[config.mk]
export PLATFORM = sky130hd
export DESIGN_NAME = ssth_top
export DESIGN_NICKNAME = d
export VERILOG_FILES = /design/src/pkg/ssth_pkg.sv /design/src/design/ssth_fifo.sv /design/src/design/ssth_top.sv
export SDC_FILE = /design/constraint.sdc
export NUM_CORES = 1
export LEC_CHECK = 0
export ABC_AREA = 1
export BUFFER_PORTS_ARGS = -buffer_cell sky130_fd_sc_hd__buf_2
export CORE_MARGIN = 2
export CORE_UTILIZATION = 40
export CTS_CLUSTER_DIAMETER = 80
export DETAILED_ROUTE_END_ITERATION = 6
export PLACE_DENSITY = 0.62
export SYNTH_ARGS = -nofsm -noshare
export SYNTH_HDL_FRONTEND = slang
export SYNTH_SLANG_ARGS = --single-unit
export TNS_END_PERCENT = 30
[constraint.sdc]
create_clock -name CLOCK_I -period 5.9 [get_ports CLOCK_I]
set_input_delay 0 -clock CLOCK_I [delete_from_list [all_inputs] [get_ports CLOCK_I]]
set_output_delay 0 -clock CLOCK_I [all_outputs]
set_load 0.01 [all_outputs]
[src/pkg/ssth_pkg.sv]
package ssth_pkg;

	// data path shape
	localparam int DATA_W     = 8;
	localparam int FIFO_DEPTH = 16;

	// mode word fields
	localparam int MODE_BAUD_LSB        = 0;
	localparam int MODE_LEN_LSB         = 2;
	localparam int MODE_PAR_EN_BIT      = 4;
	localparam int MODE_PAR_EVEN_BIT    = 5;
	localparam int MODE_EXT_SYNC_BIT    = 6;
	localparam int MODE_SINGLE_SYNC_BIT = 7;
	localparam logic [1:0] MODE_BAUD_SYNC = 2'h0;
	localparam logic [3:0] CHAR_LEN_MIN   = 4'h5;

	// command word fields
	localparam int CMD_TX_EN_BIT   = 0;
	localparam int CMD_RX_EN_BIT   = 2;
	localparam int CMD_ERR_RST_BIT = 4;
	localparam int CMD_INT_RST_BIT = 6;
	localparam int CMD_HUNT_BIT    = 7;

	// status word fields
	localparam int ST_TX_FREE_BIT  = 0;
	localparam int ST_RX_AVAIL_BIT = 1;
	localparam int ST_DRAINED_BIT  = 2;
	localparam int ST_PAR_ERR_BIT  = 3;
	localparam int ST_OVERRUN_BIT  = 4;
	localparam int ST_SYNC_BIT     = 6;

	// reset values
	localparam logic [7:0] MODE_RST      = 8'h00;
	localparam logic [7:0] CMD_RST       = 8'h00;
	localparam logic [7:0] SYNC_CHAR_RST = 8'h00;
	localparam logic [7:0] STATUS_RST    = 8'h00;
	localparam logic [8:0] RX_HUNT_FILL  = 9'h1FF;

	// timing figures in system clocks
	localparam int STATUS_LAG_MAX     = 28;
	localparam int INIT_WRITE_GAP     = 6;
	localparam int INIT_GAP_ASYNC     = 8;
	localparam int INIT_GAP_SYNC      = 16;

	// control word sequencing
	typedef enum logic [1:0] {
		CTL_MODE  = 2'b00,
		CTL_SYNC1 = 2'b01,
		CTL_SYNC2 = 2'b11,
		CTL_CMD   = 2'b10
	} ssth_ctl_type;

endpackage

[src/design/ssth_fifo.sv]
`timescale 1ns/10ps
`default_nettype none
module ssth_fifo #(
	parameter int WIDTH = 8,
	parameter int DEPTH = 16
) (
	input  wire logic             clk_i,      // system clock
	input  wire logic             rstn_i,     // async reset, low
	input  wire logic             en_i,       // clock enable
	input  wire logic             flush_i,    // drop all words
	input  wire logic             in_valid_i, // write request
	output logic                  in_ready_o, // room left
	input  wire logic [WIDTH-1:0] in_data_i,  // write word
	output logic                  out_valid_o,// word waiting
	input  wire logic             out_ready_i,// consumer takes word
	output logic      [WIDTH-1:0] out_data_o  // head word
);
	localparam int PW = $clog2(DEPTH);
	localparam int CW = $clog2(DEPTH + 1);

	logic [WIDTH-1:0] mem_reg [DEPTH];
	logic [PW-1:0]    wr_reg, wr_next, rd_reg, rd_next;
	logic [CW-1:0]    cnt_reg, cnt_next;
	logic [WIDTH-1:0] head_reg;
	logic             push, pop;

	// honest flags straight from the count
	assign in_ready_o  = (cnt_reg != CW'(DEPTH));
	assign out_valid_o = (cnt_reg != '0);
	assign out_data_o  = head_reg;
	assign push        = in_valid_i & in_ready_o;
	assign pop         = out_ready_i & out_valid_o;

	// pointer wrap done by compare so depth need not be a power of two
	always_comb begin
		wr_next  = wr_reg;
		rd_next  = rd_reg;
		cnt_next = cnt_reg;
		if (flush_i) begin
			wr_next  = '0;
			rd_next  = '0;
			cnt_next = '0;
		end else begin
			if (push)
				wr_next = (wr_reg == PW'(DEPTH - 1)) ? '0 : wr_reg + 1'b1;
			if (pop)
				rd_next = (rd_reg == PW'(DEPTH - 1)) ? '0 : rd_reg + 1'b1;
			if (push && !pop)
				cnt_next = cnt_reg + 1'b1;
			else if (pop && !push)
				cnt_next = cnt_reg - 1'b1;
		end
	end

	// pointers and count
	always_ff @(posedge clk_i or negedge rstn_i) begin
		if (!rstn_i) begin
			wr_reg  <= '0;
			rd_reg  <= '0;
			cnt_reg <= '0;
		end else if (en_i) begin
			wr_reg  <= wr_next;
			rd_reg  <= rd_next;
			cnt_reg <= cnt_next;
		end
	end

	// storage and registered head; bypass covers a write to the head slot
	always_ff @(posedge clk_i) begin
		if (en_i && push && !flush_i)
			mem_reg[wr_reg] <= in_data_i;
		if (en_i)
			head_reg <= (push && !flush_i && wr_reg == rd_next) ?
				in_data_i : mem_reg[rd_next];
	end
endmodule
`default_nettype wire

[src/design/ssth_top.sv]
`timescale 1ns/10ps
`default_nettype none
// Notes on behaviour
// line idles high until first character; first send waits for clear-to-send low.
// transmit bits leave on transmit clock falling edges, one per period.
// transmitter inserts sync characters when its buffers run dry.
// drained flag high while sync fills, cleared by a data write.
// receive line sampled on each receive clock rising edge.
// hunt compares every bit with sync one, then whole sync two.
// sync found rises at middle of last data or parity bit.
// external party pulses sync input; device stays synchronized afterwards.
// enter-hunt command ignored in asynchronous mode.
// parity and overrun checked whenever not hunting, enabled or not; here overrun is flagged only with receive enabled.
// enter-hunt fills used receive buffer bits with ones.
// status read clears sync-found flop without re-entering hunt.
// out of hunt, sync matched only at character boundaries, contiguously.
// external sync disables comparison; flop may set at any bit.
// after mode and sync characters, control writes are commands; reset restarts.
// processor pairs error reset with receive enable plus enter hunt.
// status readable anytime with select high; updates frozen during read.
// status reflects events within 28 system clocks.
// status ready bit is buffer empty; pin also needs CTS low, enable. Here the bit is buffer room, not empty.
// processor spaces initialization writes by 6, 8 or 16 clocks.
// processor writes data only while transmit buffer is free.
// processor includes enter-hunt in the first synchronous command.
// internal reset command returns device to expecting a mode word.
// new character over unread one overwrites and flags overrun.
// receive available rises on full character, clears on data read.
// control writes after mode load sync one then sync two.
// command and status bit positions chosen in the package.
module ssth_top
	import ssth_pkg::*;
#(
	parameter int FIFO_W = DATA_W,
	parameter int FIFO_D = FIFO_DEPTH
) (
	input  wire logic       CLOCK_I,                    // 200 MHz clock
	input  wire logic       RSTN_I,                     // async reset, low
	input  wire logic       CE_I,                       // freezes all state
	input  wire logic       WR_I,                       // write strobe
	input  wire logic       RD_I,                       // read strobe
	input  wire logic       CMD_SEL_I,                  // 1 control, 0 data
	input  wire logic [7:0] DATA_I,                     // write data
	output logic      [7:0] DATA_O,                     // read data
	input  wire logic       TRANSMIT_BIT_CLOCK_I,       // serial tx clock
	input  wire logic       RECEIVE_BIT_CLOCK_I,        // serial rx clock
	input  wire logic       RXD_I,                      // serial in
	output logic            TXD_O,                      // serial out
	input  wire logic       CTS_N_I,                    // clear to send, low
	input  wire logic       SYNC_FOUND_I,               // sync pin in
	output logic            SYNC_FOUND_O,               // sync pin out
	output logic            SYNC_FOUND_OE_O,            // sync pin driven
	output logic            TRANSMITTER_DRAINED_O,      // tx empty
	output logic            TRANSMIT_BUFFER_FREE_O,     // tx ready pin
	output logic            RECEIVE_CHAR_AVAILABLE_O    // rx ready pin
);
	ssth_ctl_type ctl_reg, ctl_next;
	logic [7:0] mode_reg, mode_next, cmd_reg, cmd_next;
	logic [7:0] sync1_reg, sync1_next, sync2_reg, sync2_next;
	logic [7:0] status_reg, status_next, dout_reg, dout_next;
	logic [8:0] tx_sh_reg, tx_sh_next, rx_sh_reg, rx_sh_next, sh_in, got;
	logic [3:0] tx_cnt_reg, tx_cnt_next, rx_cnt_reg, rx_cnt_next;
	logic       tclk_prev_reg, tx_started_reg, tx_started_next;
	logic       tx_sel_reg, tx_sel_next, txd_reg, txd_next;
	logic       drained_reg, drained_next, rclk_prev_reg;
	logic       hunt_reg, hunt_next, second_reg, second_next;
	logic       prev_s1_reg, prev_s1_next, rx_avail_reg, rx_avail_next;
	logic       pe_reg, pe_next, oe_reg, oe_next;
	logic       sync_flag_reg, sync_flag_next;
	logic [7:0] rx_data_reg, rx_data_next, len_mask, data_in;
	logic [3:0] char_len, frame_len;
	logic       sync_mode, par_en, par_even, ext_sync, single_sync;
	logic       cmd_wr, data_wr, stat_rd, data_rd, in_cmd;
	logic       soft_rst, hunt_cmd, err_rst, tx_en, rx_en;
	logic       tx_fall, rx_rise, exp_par, fifo_ready, fifo_valid, fifo_pop;
	logic [7:0] fifo_data;

	// frame a character: masked data plus parity at bit n
	function automatic logic [8:0] build_frame(input logic [7:0] d,
			input logic [7:0] m, input logic [3:0] n, input logic pe,
			input logic ev);
		logic [8:0] w;
		logic       p;
		p = ^(d & m);
		if (!ev)
			p = ~p;
		w = {1'b0, d & m};
		if (pe)
			w[n] = p;
		return w;
	endfunction

	// decoded mode fields
	assign sync_mode   = mode_reg[MODE_BAUD_LSB +: 2] == MODE_BAUD_SYNC;
	assign char_len    = CHAR_LEN_MIN + {2'b00, mode_reg[MODE_LEN_LSB +: 2]};
	assign par_en      = mode_reg[MODE_PAR_EN_BIT];
	assign par_even    = mode_reg[MODE_PAR_EVEN_BIT];
	assign ext_sync    = mode_reg[MODE_EXT_SYNC_BIT];
	assign single_sync = mode_reg[MODE_SINGLE_SYNC_BIT];
	assign frame_len   = char_len + {3'b000, par_en};
	assign len_mask    = 8'hFF >> (4'h8 - char_len);
	// own command bit layout
	assign tx_en       = cmd_reg[CMD_TX_EN_BIT];
	assign rx_en       = cmd_reg[CMD_RX_EN_BIT];

	// bus strobes and command decode
	assign cmd_wr   = WR_I & CMD_SEL_I;
	assign data_wr  = WR_I & ~CMD_SEL_I;
	assign stat_rd  = RD_I & CMD_SEL_I;
	assign data_rd  = RD_I & ~CMD_SEL_I;
	assign in_cmd   = cmd_wr && (ctl_reg == CTL_CMD);
	// internal reset
	assign soft_rst = in_cmd && DATA_I[CMD_INT_RST_BIT];
	// hunt only in sync mode
	assign hunt_cmd = in_cmd && DATA_I[CMD_HUNT_BIT] && sync_mode;
	assign err_rst  = in_cmd && DATA_I[CMD_ERR_RST_BIT];

	// serial clock edges; inputs are already synchronous
	assign tx_fall = tclk_prev_reg & ~TRANSMIT_BIT_CLOCK_I;
	assign rx_rise = ~rclk_prev_reg & RECEIVE_BIT_CLOCK_I;

	// receive view of the shift buffer after this bit
	assign sh_in   = {RXD_I, rx_sh_reg[8:1]};
	assign got     = sh_in >> (4'h9 - frame_len);
	assign data_in = got[7:0] & len_mask;
	assign exp_par = par_even ? ^data_in : ~^data_in;

	// transmit character buffer; its room is the ready status
	ssth_fifo #(
		.WIDTH (FIFO_W),
		.DEPTH (FIFO_D)
	) u_tx_fifo (
		.clk_i       (CLOCK_I),
		.rstn_i      (RSTN_I),
		.en_i        (CE_I),
		.flush_i     (soft_rst),
		.in_valid_i  (data_wr),
		.in_ready_o  (fifo_ready),
		.in_data_i   (DATA_I),
		.out_valid_o (fifo_valid),
		.out_ready_i (fifo_pop),
		.out_data_o  (fifo_data)
	);

	// control word sequencing
	always_comb begin
		ctl_next   = ctl_reg;
		mode_next  = mode_reg;
		cmd_next   = cmd_reg;
		sync1_next = sync1_reg;
		sync2_next = sync2_reg;
		if (cmd_wr) begin
			unique case (ctl_reg)
				CTL_MODE: begin
					mode_next = DATA_I;
					// sync characters follow a sync mode word
					ctl_next = (DATA_I[MODE_BAUD_LSB +: 2] == MODE_BAUD_SYNC) ?
						CTL_SYNC1 : CTL_CMD;
				end
				CTL_SYNC1: begin
					sync1_next = DATA_I;
					ctl_next = single_sync ? CTL_CMD : CTL_SYNC2;
				end
				CTL_SYNC2: begin
					sync2_next = DATA_I;
					ctl_next   = CTL_CMD;
				end
				CTL_CMD: begin
					// every later control write is a command
					cmd_next = DATA_I;
					if (soft_rst) begin
						ctl_next  = CTL_MODE;
						mode_next = MODE_RST;
						cmd_next  = CMD_RST;
					end
				end
			endcase
		end
	end

	// transmitter
	always_comb begin
		tx_sh_next      = tx_sh_reg;
		tx_cnt_next     = tx_cnt_reg;
		tx_started_next = tx_started_reg;
		tx_sel_next     = tx_sel_reg;
		txd_next        = txd_reg;
		drained_next    = drained_reg;
		fifo_pop        = 1'b0;
		// data write clears, sync insertion below wins
		if (data_wr)
			drained_next = 1'b0;
		if (soft_rst || !sync_mode) begin
			tx_sh_next      = '0;
			tx_cnt_next     = '0;
			tx_started_next = 1'b0;
			tx_sel_next     = 1'b0;
			txd_next        = 1'b1;
			drained_next    = 1'b0;
		// one bit per falling edge, no divider
		end else if (tx_fall) begin
			if (tx_cnt_reg != 4'h0) begin
				txd_next    = tx_sh_reg[0];
				tx_sh_next  = tx_sh_reg >> 1;
				tx_cnt_next = tx_cnt_reg - 4'h1;
			// first character needs CTS low and enable
			end else if (fifo_valid && (tx_started_reg ||
					(tx_en && !CTS_N_I))) begin
				fifo_pop        = 1'b1;
				tx_started_next = 1'b1;
				tx_sel_next     = 1'b0;
				{tx_sh_next, txd_next} = {1'b0, build_frame(fifo_data,
					len_mask, char_len, par_en, par_even)};
				tx_cnt_next = frame_len - 4'h1;
			// keep the line busy with sync characters
			end else if (tx_started_reg) begin
				// drained while fill characters go out
				drained_next = 1'b1;
				tx_sel_next  = single_sync ? 1'b0 : ~tx_sel_reg;
				{tx_sh_next, txd_next} = {1'b0, build_frame(tx_sel_reg ?
					sync2_reg : sync1_reg, len_mask, char_len, par_en,
					par_even)};
				tx_cnt_next = frame_len - 4'h1;
			end
		end
	end

	// receiver, hunt and error flags
	always_comb begin
		rx_sh_next     = rx_sh_reg;
		rx_cnt_next    = rx_cnt_reg;
		hunt_next      = hunt_reg;
		second_next    = second_reg;
		prev_s1_next   = prev_s1_reg;
		rx_data_next   = rx_data_reg;
		rx_avail_next  = rx_avail_reg;
		pe_next        = pe_reg;
		oe_next        = oe_reg;
		sync_flag_next = sync_flag_reg;
		// status read clears, later sets win
		if (stat_rd)
			sync_flag_next = 1'b0;
		// data read clears availability
		if (data_rd)
			rx_avail_next = 1'b0;
		if (err_rst) begin
			pe_next = 1'b0;
			oe_next = 1'b0;
		end
		if (soft_rst) begin
			rx_sh_next     = '0;
			rx_cnt_next    = '0;
			hunt_next      = 1'b1;
			second_next    = 1'b0;
			prev_s1_next   = 1'b0;
			rx_avail_next  = 1'b0;
			pe_next        = 1'b0;
			oe_next        = 1'b0;
			sync_flag_next = 1'b0;
		// stale bits cannot match a sync character
		end else if (hunt_cmd) begin
			rx_sh_next  = RX_HUNT_FILL;
			hunt_next   = 1'b1;
			second_next = 1'b0;
		// sample on receive clock rising edge
		end else if (sync_mode && rx_rise) begin
			rx_sh_next = sh_in;
			// external sync may set the flop at any bit
			if (ext_sync && SYNC_FOUND_I)
				sync_flag_next = 1'b1;
			if (hunt_reg) begin
				rx_cnt_next = '0;
				// one sampled high level ends hunt for good
				if (ext_sync) begin
					if (SYNC_FOUND_I)
						hunt_next = 1'b0;
				// bitwise compare against sync one
				end else if (!second_reg) begin
					if (data_in == (sync1_reg & len_mask)) begin
						hunt_next      = ~single_sync;
						second_next    = ~single_sync;
						// set on the sample of the last bit
						sync_flag_next = single_sync;
					end
				// whole second character must follow
				end else begin
					rx_cnt_next = rx_cnt_reg + 4'h1;
					if (rx_cnt_reg + 4'h1 == frame_len) begin
						rx_cnt_next = '0;
						second_next = 1'b0;
						if (data_in == (sync2_reg & len_mask)) begin
							hunt_next      = 1'b0;
							sync_flag_next = 1'b1;
						end
					end
				end
			end else if (rx_cnt_reg + 4'h1 == frame_len) begin
				rx_cnt_next = '0;
				// parity checked even with receiver disabled
				if (par_en && (sh_in[8] != exp_par))
					pe_next = 1'b1;
				if (rx_en) begin
					rx_data_next  = data_in;
					rx_avail_next = 1'b1;
					// unread character is overwritten
					if (rx_avail_reg && !data_rd)
						oe_next = 1'b1;
				end
				// boundary-only sync detection, contiguous pair
				if (!ext_sync) begin
					prev_s1_next = data_in == (sync1_reg & len_mask);
					if (single_sync ? prev_s1_next :
							(prev_s1_reg &&
							data_in == (sync2_reg & len_mask)))
						sync_flag_next = 1'b1;
				end
			end else begin
				rx_cnt_next = rx_cnt_reg + 4'h1;
			end
		end
	end

	// status snapshot and read data
	always_comb begin
		status_next = status_reg;
		dout_next   = dout_reg;
		// snapshot frozen while status is read
		// otherwise refreshed every clock, far inside the limit
		if (!stat_rd) begin
			status_next                  = STATUS_RST;
			// status bit is buffer room alone
			status_next[ST_TX_FREE_BIT]  = fifo_ready;
			status_next[ST_RX_AVAIL_BIT] = rx_avail_reg;
			status_next[ST_DRAINED_BIT]  = drained_reg;
			status_next[ST_PAR_ERR_BIT]  = pe_reg;
			status_next[ST_OVERRUN_BIT]  = oe_reg;
			status_next[ST_SYNC_BIT]     = sync_flag_reg;
		end
		if (RD_I)
			dout_next = CMD_SEL_I ? status_reg : rx_data_reg;
	end

	// all state; the enable holds everything
	always_ff @(posedge CLOCK_I or negedge RSTN_I) begin
		if (!RSTN_I) begin
			ctl_reg        <= CTL_MODE;
			mode_reg       <= MODE_RST;
			cmd_reg        <= CMD_RST;
			sync1_reg      <= SYNC_CHAR_RST;
			sync2_reg      <= SYNC_CHAR_RST;
			tclk_prev_reg  <= 1'b1;
			tx_sh_reg      <= '0;
			tx_cnt_reg     <= '0;
			tx_started_reg <= 1'b0;
			tx_sel_reg     <= 1'b0;
			txd_reg        <= 1'b1;
			drained_reg    <= 1'b0;
			rclk_prev_reg  <= 1'b1;
			rx_sh_reg      <= '0;
			rx_cnt_reg     <= '0;
			hunt_reg       <= 1'b1;
			second_reg     <= 1'b0;
			prev_s1_reg    <= 1'b0;
			rx_data_reg    <= 8'h00;
			rx_avail_reg   <= 1'b0;
			pe_reg         <= 1'b0;
			oe_reg         <= 1'b0;
			sync_flag_reg  <= 1'b0;
			status_reg     <= STATUS_RST;
			dout_reg       <= 8'h00;
		end else if (CE_I) begin
			ctl_reg        <= ctl_next;
			mode_reg       <= mode_next;
			cmd_reg        <= cmd_next;
			sync1_reg      <= sync1_next;
			sync2_reg      <= sync2_next;
			tclk_prev_reg  <= TRANSMIT_BIT_CLOCK_I;
			tx_sh_reg      <= tx_sh_next;
			tx_cnt_reg     <= tx_cnt_next;
			tx_started_reg <= tx_started_next;
			tx_sel_reg     <= tx_sel_next;
			txd_reg        <= txd_next;
			drained_reg    <= drained_next;
			rclk_prev_reg  <= RECEIVE_BIT_CLOCK_I;
			rx_sh_reg      <= rx_sh_next;
			rx_cnt_reg     <= rx_cnt_next;
			hunt_reg       <= hunt_next;
			second_reg     <= second_next;
			prev_s1_reg    <= prev_s1_next;
			rx_data_reg    <= rx_data_next;
			rx_avail_reg   <= rx_avail_next;
			pe_reg         <= pe_next;
			oe_reg         <= oe_next;
			sync_flag_reg  <= sync_flag_next;
			status_reg     <= status_next;
			dout_reg       <= dout_next;
		end
	end

	// pins; sync pin is an input in external mode
	assign DATA_O                   = dout_reg;
	assign TXD_O                    = txd_reg;
	assign TRANSMITTER_DRAINED_O    = drained_reg;
	assign RECEIVE_CHAR_AVAILABLE_O = rx_avail_reg;
	// pin also gated by CTS and transmit enable
	assign TRANSMIT_BUFFER_FREE_O   = fifo_ready & ~CTS_N_I & tx_en;
	assign SYNC_FOUND_O             = sync_flag_reg & ~ext_sync;
	assign SYNC_FOUND_OE_O          = ~ext_sync;
endmodule
`default_nettype wire

==> results of run 1 <==
-- worst max-delay path, delay by kind of cell, from the launching register on --
kind | cells | cell delay [ps]
simple gates | 12 | 1990
buf+inv | 3 | 1340
flops | 1 | 370
-- cell families after synthesis --
family / after synthesis / share of synthesized area [%]
multiplexers: 1 / 0.0793
flip-flops: 236 / 52.2
adder cells (fa/ha/maj): 21 / 2.20
buffers and inverters: 312 / 9.62
AND/OR/NAND/NOR: 729 / 26.0
AO/OA/AOI/OAI: 180 / 7.93
XOR/XNOR: 29 / 2.01
-- metal layers --
layer,wire length (um),track usage (%),vias to the layer above,part of all wire [%]
met5,0,0,-,0
met4,1040,6.47,0,2.9
met3,1550,2.49,62,4.4
met2,17600,37.9,266,49
met1,15400,28.9,5044,43
li1,-,-,5070,-
-- final cells by class --
class | instances | area (um2)
inverter | 256 | 961
tap | 402 | 503
fill | 3012 | 16900
clock inverter | 23 | 354
sequential | 236 | 6590
clock buffer | 29 | 704
timing repair buffer | 63 | 463
multi-input combinational | 960 | 4840
-- placed cells by master, fill, tap and decap left out, drive strengths merged, types with 3 or more instances in the layout --
cell type,instances
ha,19
o21ai,101
nand2,380
a21oi,40
nor3,7
bufinv,8
dfrtp,96
xor2,21
nor2,78
nand4,73
edfxtp,136
clkbuf,29
o211ai,14
inv,256
o31ai,3
dfstp,4
dlygate4sd3,22
o22ai,11
nand3,186
clkinv,13
buf,41
xnor2,8
-- power by group --
part / internal [uW] / switching, uW / total (uW) / leakage, uW
clock network: 1230 / 724 / 1950 / 0.000515
registers: 2040 / 243 / 2290 / 0.00253
logic: 1060 / 2410 / 3470 / 0.00357
-- path summary, 6_finish.rpt --
path	to	slack, ps	depth (start not counted)
setup / recovery	u_tx_fifo.out_data_o[3]$_DFFE_PP_	2040	15
hold / removal	DATA_O[2]$_DFFE_PN0P_	360	4
setup reg to reg	u_tx_fifo.out_data_o[3]$_DFFE_PP_	2040	15
hold reg to reg	tx_sh_reg[6]$_DFFE_PN0P_	480	2
max in group asynchronous	tx_cnt_reg[3]$_DFFE_PN0P_	4340	4
min in group asynchronous	rx_data_reg[5]$_DFFE_PN0P_	510	4
-- repair_timing --
item / in CTS / in global routing
endpoints found under the hold margin: 182 / 0
hold buffers: 23 / 0
setup endpoints to repair: 0 / 0
-- through the flow --
stage | hold WS, ps | util [%] | total power (uW) | setup WS [ps] | instance area, um2
after detailed placement | -59.9 | 41.9 | 5710 | 2130 | 13100
after global placement | -62.4 | 41.9 | 5660 | 2200 | 13100
after floorplan | -296 | - | 4790 | 2980 | 12600
final | 365 | 46.0 | 7700 | 2040 | 14400
after CTS | 310 | 46.0 | 7710 | 2080 | 14400
after global routing | 377 | 46.0 | 8290 | 1600 | 14400
==> impl_results.md, run 1 <==
* Slew margin rel. at 32.1%
* First DRT Iteration DRCs at 861
* Setup crit end kind: register
* CTS HTree Levels at 1
* DRC viols at 0
* Fin nets at 1585
* EDFF count, synth at 136
* Critical Path Fanout Max at 35
* Largest net degree at the start of global routing at 77
* Fmax at 259 MHz
* Actual slew at the worst max-slew pin at 1020 ps
* TritonCTS clock tree: yes
* Die ar. at 33000 um2
* Pwr dens at 534 nW/um2
* Die Height at 182 um
* Max_cap viols at 0
* Hold Path Origin: CMD_SEL_I
* Slowest CP cell: inv_1
* Warnings, synthesis at 0
* Critical Path AT at 4260 ps
* DP Cell Count at 1894
* Synth area leaders: edfxtp_1, dfrtp_1, nand2_1
* PortBufs at 32
* Max Root-Sink Buffers at 3
* Row cnt at 65
* Hold Crit Class: input pin to register
* Pleak at 0.00661 uW
* Vias at 10400
* Final HPWL DP at 24.2 mm
* Setup Fix Bufs, Post-CTS at 0
* CP peak stage delay at 930 ps
* Vias in the first global route at 10200
* Asr flop ratio synth at 42.4%
* GPL Wtd Cong at 0.882
* Initial antenna violation count at 0
* Number of I/O pins at 33
* Drt first pass iters at 6
* Worst r2r src: tx_cnt_reg[2]$_DFFE_PN0P_
* Synth Area per Inst at 8.37 um2
* Most frequent cell after synthesis: nand2_1
* Via density per instance at 5.30
* Total core area at 31300 um2
* Drt wl/cell at 18.1 um
* Final Max Slew Viols at 0
* Share of the synthesized area in the top cell type at 32.3%
* Most frequent CP cell: nand2_1
* Grt total ovfl at 0
* Top cells by count, synth: nand2_1, inv_1, nand3_1, edfxtp_1, o21ai_0
* Total clock sinks at 236
* Setup tns final at 0 ps
* Status: finished clean
* Worst setup SP type: register
* Clk Latency, worst-skew pair at 570 ps
* Syn_nets at 1548
* Layout area overhead at 14.2%
* DRT Wirelength at 35.6 mm
* Register area share after synthesis at 52.2%
* Clk root buf: clkbuf_16
* Main synth FF type: edfxtp_1
* CP Cell Sequence: inv_2 > nand2_1 > nor2_2 > inv_1 > nor2_2 > nand3_2 > nand2_2 > nand3_4 > inv_1 > nand3_1 > nand3_1 > nand3_1 > nand2_1 > nand2_1 > nand2_1
* CTS buffer count at 28
* Clock slew at reported path FFs at 60 ps
* CP startpoint: tx_cnt_reg[2]$_DFFE_PN0P_
* Max reg flops at 128
* Gr usage total at 21.9%
* Tmin final at 3860 ps
* Seq cells post-synth at 236
* Initial Util at 40.3%
* Fin. Hold Viols at 0
* Non-Filler Instances at 1969
* Setup CP Type: register to register
* Share of cells above drive strength 1 at 7.79%
* Synth area leader: edfxtp_1
* Clk_skew at 30.2 ps
* Die width at 182 um
* RSZ-0062 raised after global routing: no
* Ant diodes at 0
* First-pass GRT wire length at 56.8 mm
* Post-CTS sizing at 0
* Post-synthesis cell area at 12600 um2
* Post-route ant nets at 0
* Critical path data required time at 6310 ps
* Yosys cell types at 48
* Cells after synthesis at 1508
* Setup-failing EPs final at 0
* Fin crit share at 65.3%
* Worst VDD drop at 295 uV
Power figures use the tool's default switching activity.
==> run 2: changes to the inputs <==
==> constraint.sdc (replaced) <==
create_clock -name CLOCK_I -period 3.95 [get_ports CLOCK_I]
set_input_delay 0 -clock CLOCK_I [delete_from_list [all_inputs] [get_ports CLOCK_I]]
set_output_delay 0 -clock CLOCK_I [all_outputs]
set_load 0.01 [all_outputs]
==> impl_results.md, run 2 (synthesis results as in run 1) <==
* Ant diodes at 0
* DP Cell Count at 1906
* Worst setup SP type: register
* Critical path data required time at 4390 ps
* Pleak at 0.00659 uW
* Hold Crit Class: input pin to register
* GPL Wtd Cong at 0.901
* Die ar. at 33000 um2
* Total core area at 31300 um2
* Flop pwr share at 30.3%
* Via density per instance at 5.28
* Pwr dens at 785 nW/um2
* Fin crit share at 88.6%
* Hold_buf cts at 20
* DRC viols at 0
* Die width at 182 um
* Switching Share at 44.0%
* Area occupied by multi-input gates at 4840 um2
* Row cnt at 65
* Share of cells above drive strength 1 at 7.76%
* Status: finished clean
* Grt total ovfl at 0
* Die Height at 182 um
* Non-Filler Instances at 1975
* Filler cells at 3022
* Gate power share at 46.3%
* Clk Latency, worst-skew pair at 560 ps
* Max_cap viols at 0
* Largest net degree at the start of global routing at 73
* Setup-failing EPs final at 0
* Total clock sinks at 236
* Critical Path AT at 3940 ps
* Post-route ant nets at 0
* Vias in the first global route at 9925
* Clk pwr share at 23.4%
* Post-DP Area at 13200 um2
* First DRT Iteration DRCs at 815
* Commonest non-fill, non-tap cell in the layout: nand2_1
* Post-CTS sizing at 0
* Worst VDD drop at 465 uV
* Fin nets at 1593
* RSZ-0062 raised after global routing: no
* Setup Fix Bufs, Post-CTS at 0
* Vias at 10400
* Initial antenna violation count at 0
* Max reg flops at 128
* Clk_skew at 13.2 ps
* CTS buffer count at 27
* Final HPWL DP at 23.3 mm
* Clock slew at reported path FFs at 60 ps
* Number of I/O pins at 33
* PortBufs at 32
* Most frequent cells in the layout: nand2_1, inv_1, nand3_1
* Design Area, Final at 14300 um2
* Layout area overhead at 13.5%
* Setup tns final at 0 ps
* Setup CP Type: register to register
* CTS HTree Levels at 1
* DRT Wirelength at 34.2 mm
* Final Max Slew Viols at 0
* Actual slew at the worst max-slew pin at 960 ps
* TritonCTS clock tree: yes
* First-pass GRT wire length at 54.6 mm
* Gr usage total at 20.9%
* Internal at 6290 uW
* Slew margin rel. at 36.0%
* Switching pwr at 4950 uW
* Max Root-Sink Buffers at 3
* Drt first pass iters at 5
* Sequential cell area at 6590 um2
* Fmax at 286 MHz
* Critical Path Fanout Max at 10
* Clk root buf: clkbuf_16
* Hold WS at 45.9 ps
* Tmin final at 3500 ps
* Setup crit end kind: register
* Fin. Hold Viols at 0
* Initial Util at 40.3%
* Drt wl/cell at 17.3 um
-- run 2: power by group through the flow --
stage / Sequential, uW / Clock [uW] / Combinational, uW
global placement: 3440 / 0 / 5090
finish: 3410 / 2630 / 5210
global route: 3460 / 2770 / 5920
detailed placement: 3440 / 0 / 5150
CTS: 3400 / 2680 / 5200
floorplan: 3320 / 0 / 3830
-- run 2: path summary, 6_finish.rpt --
path                                           start                            endpoint  slack, ps  cells past startpoint
min in group asynchronous                     RSTN_I          rx_data_reg[5]$_DFFE_PN0P_        140                      2
setup reg to reg             mode_reg[2]$_DFFE_PN0P_           sync_flag_reg$_DFFE_PN0P_        450                     15
max in group asynchronous                     RSTN_I                   TXD_O$_DFFE_PN1P_       2820                      3
hold / removal                             DATA_I[6]  u_tx_fifo.mem_reg[12][6]$_DFFE_PP_         50                      2
hold reg to reg            tx_cnt_reg[1]$_DFFE_PN0P_           tx_cnt_reg[1]$_DFFE_PN0P_        490                      2
setup / recovery             mode_reg[2]$_DFFE_PN0P_           sync_flag_reg$_DFFE_PN0P_        450                     15
-- run 2: routing by layer --
layer | up-vias | share of wire, % | track usage [%]
li1 | 5077 | - | -
met2 | 297 | 48 | 35.1
met3 | 68 | 5.0 | 2.41
met5 | - | 0 | 0
met4 | 0 | 3.1 | 6.83
met1 | 4983 | 44 | 28.3
-- run 2: layout make-up --
class / instances / area share (%)
well taps: 402 / 3.51
repair buffers: 72 / 3.58
clock buffers: 32 / 4.98
inverters: 256 / 6.70
flip-flops and latches: 236 / 46.0
multi-input cells: 960 / 33.7
clock inverters: 17 / 1.50
-- run 2: worst max-delay path, stage by stage (launching register included) --
cell     delay (ps)
dfrtp_1         430
inv_1           230
ha_1            190
inv_1            50
fa_1            690
inv_1           140
nor2_1          320
nand3_1         280
xnor2_1         210
nand3_1          90
nor2_1          280
nand3_1         130
a21oi_1         150
nand3_1          80
nand2_1          70
nand2_1          50
-- run 2: metrics by stage --
stage          power (uW)  util [%]  setup slack (ps)
2_1_floorplan        7160         -              1030
4_1_cts             11300      45.8               479
3_5_place_dp         8590      42.2               482
3_3_place_gp         8520      42.2               588
5_1_grt             12200      45.8              6.97
6_report            11200      45.8               452
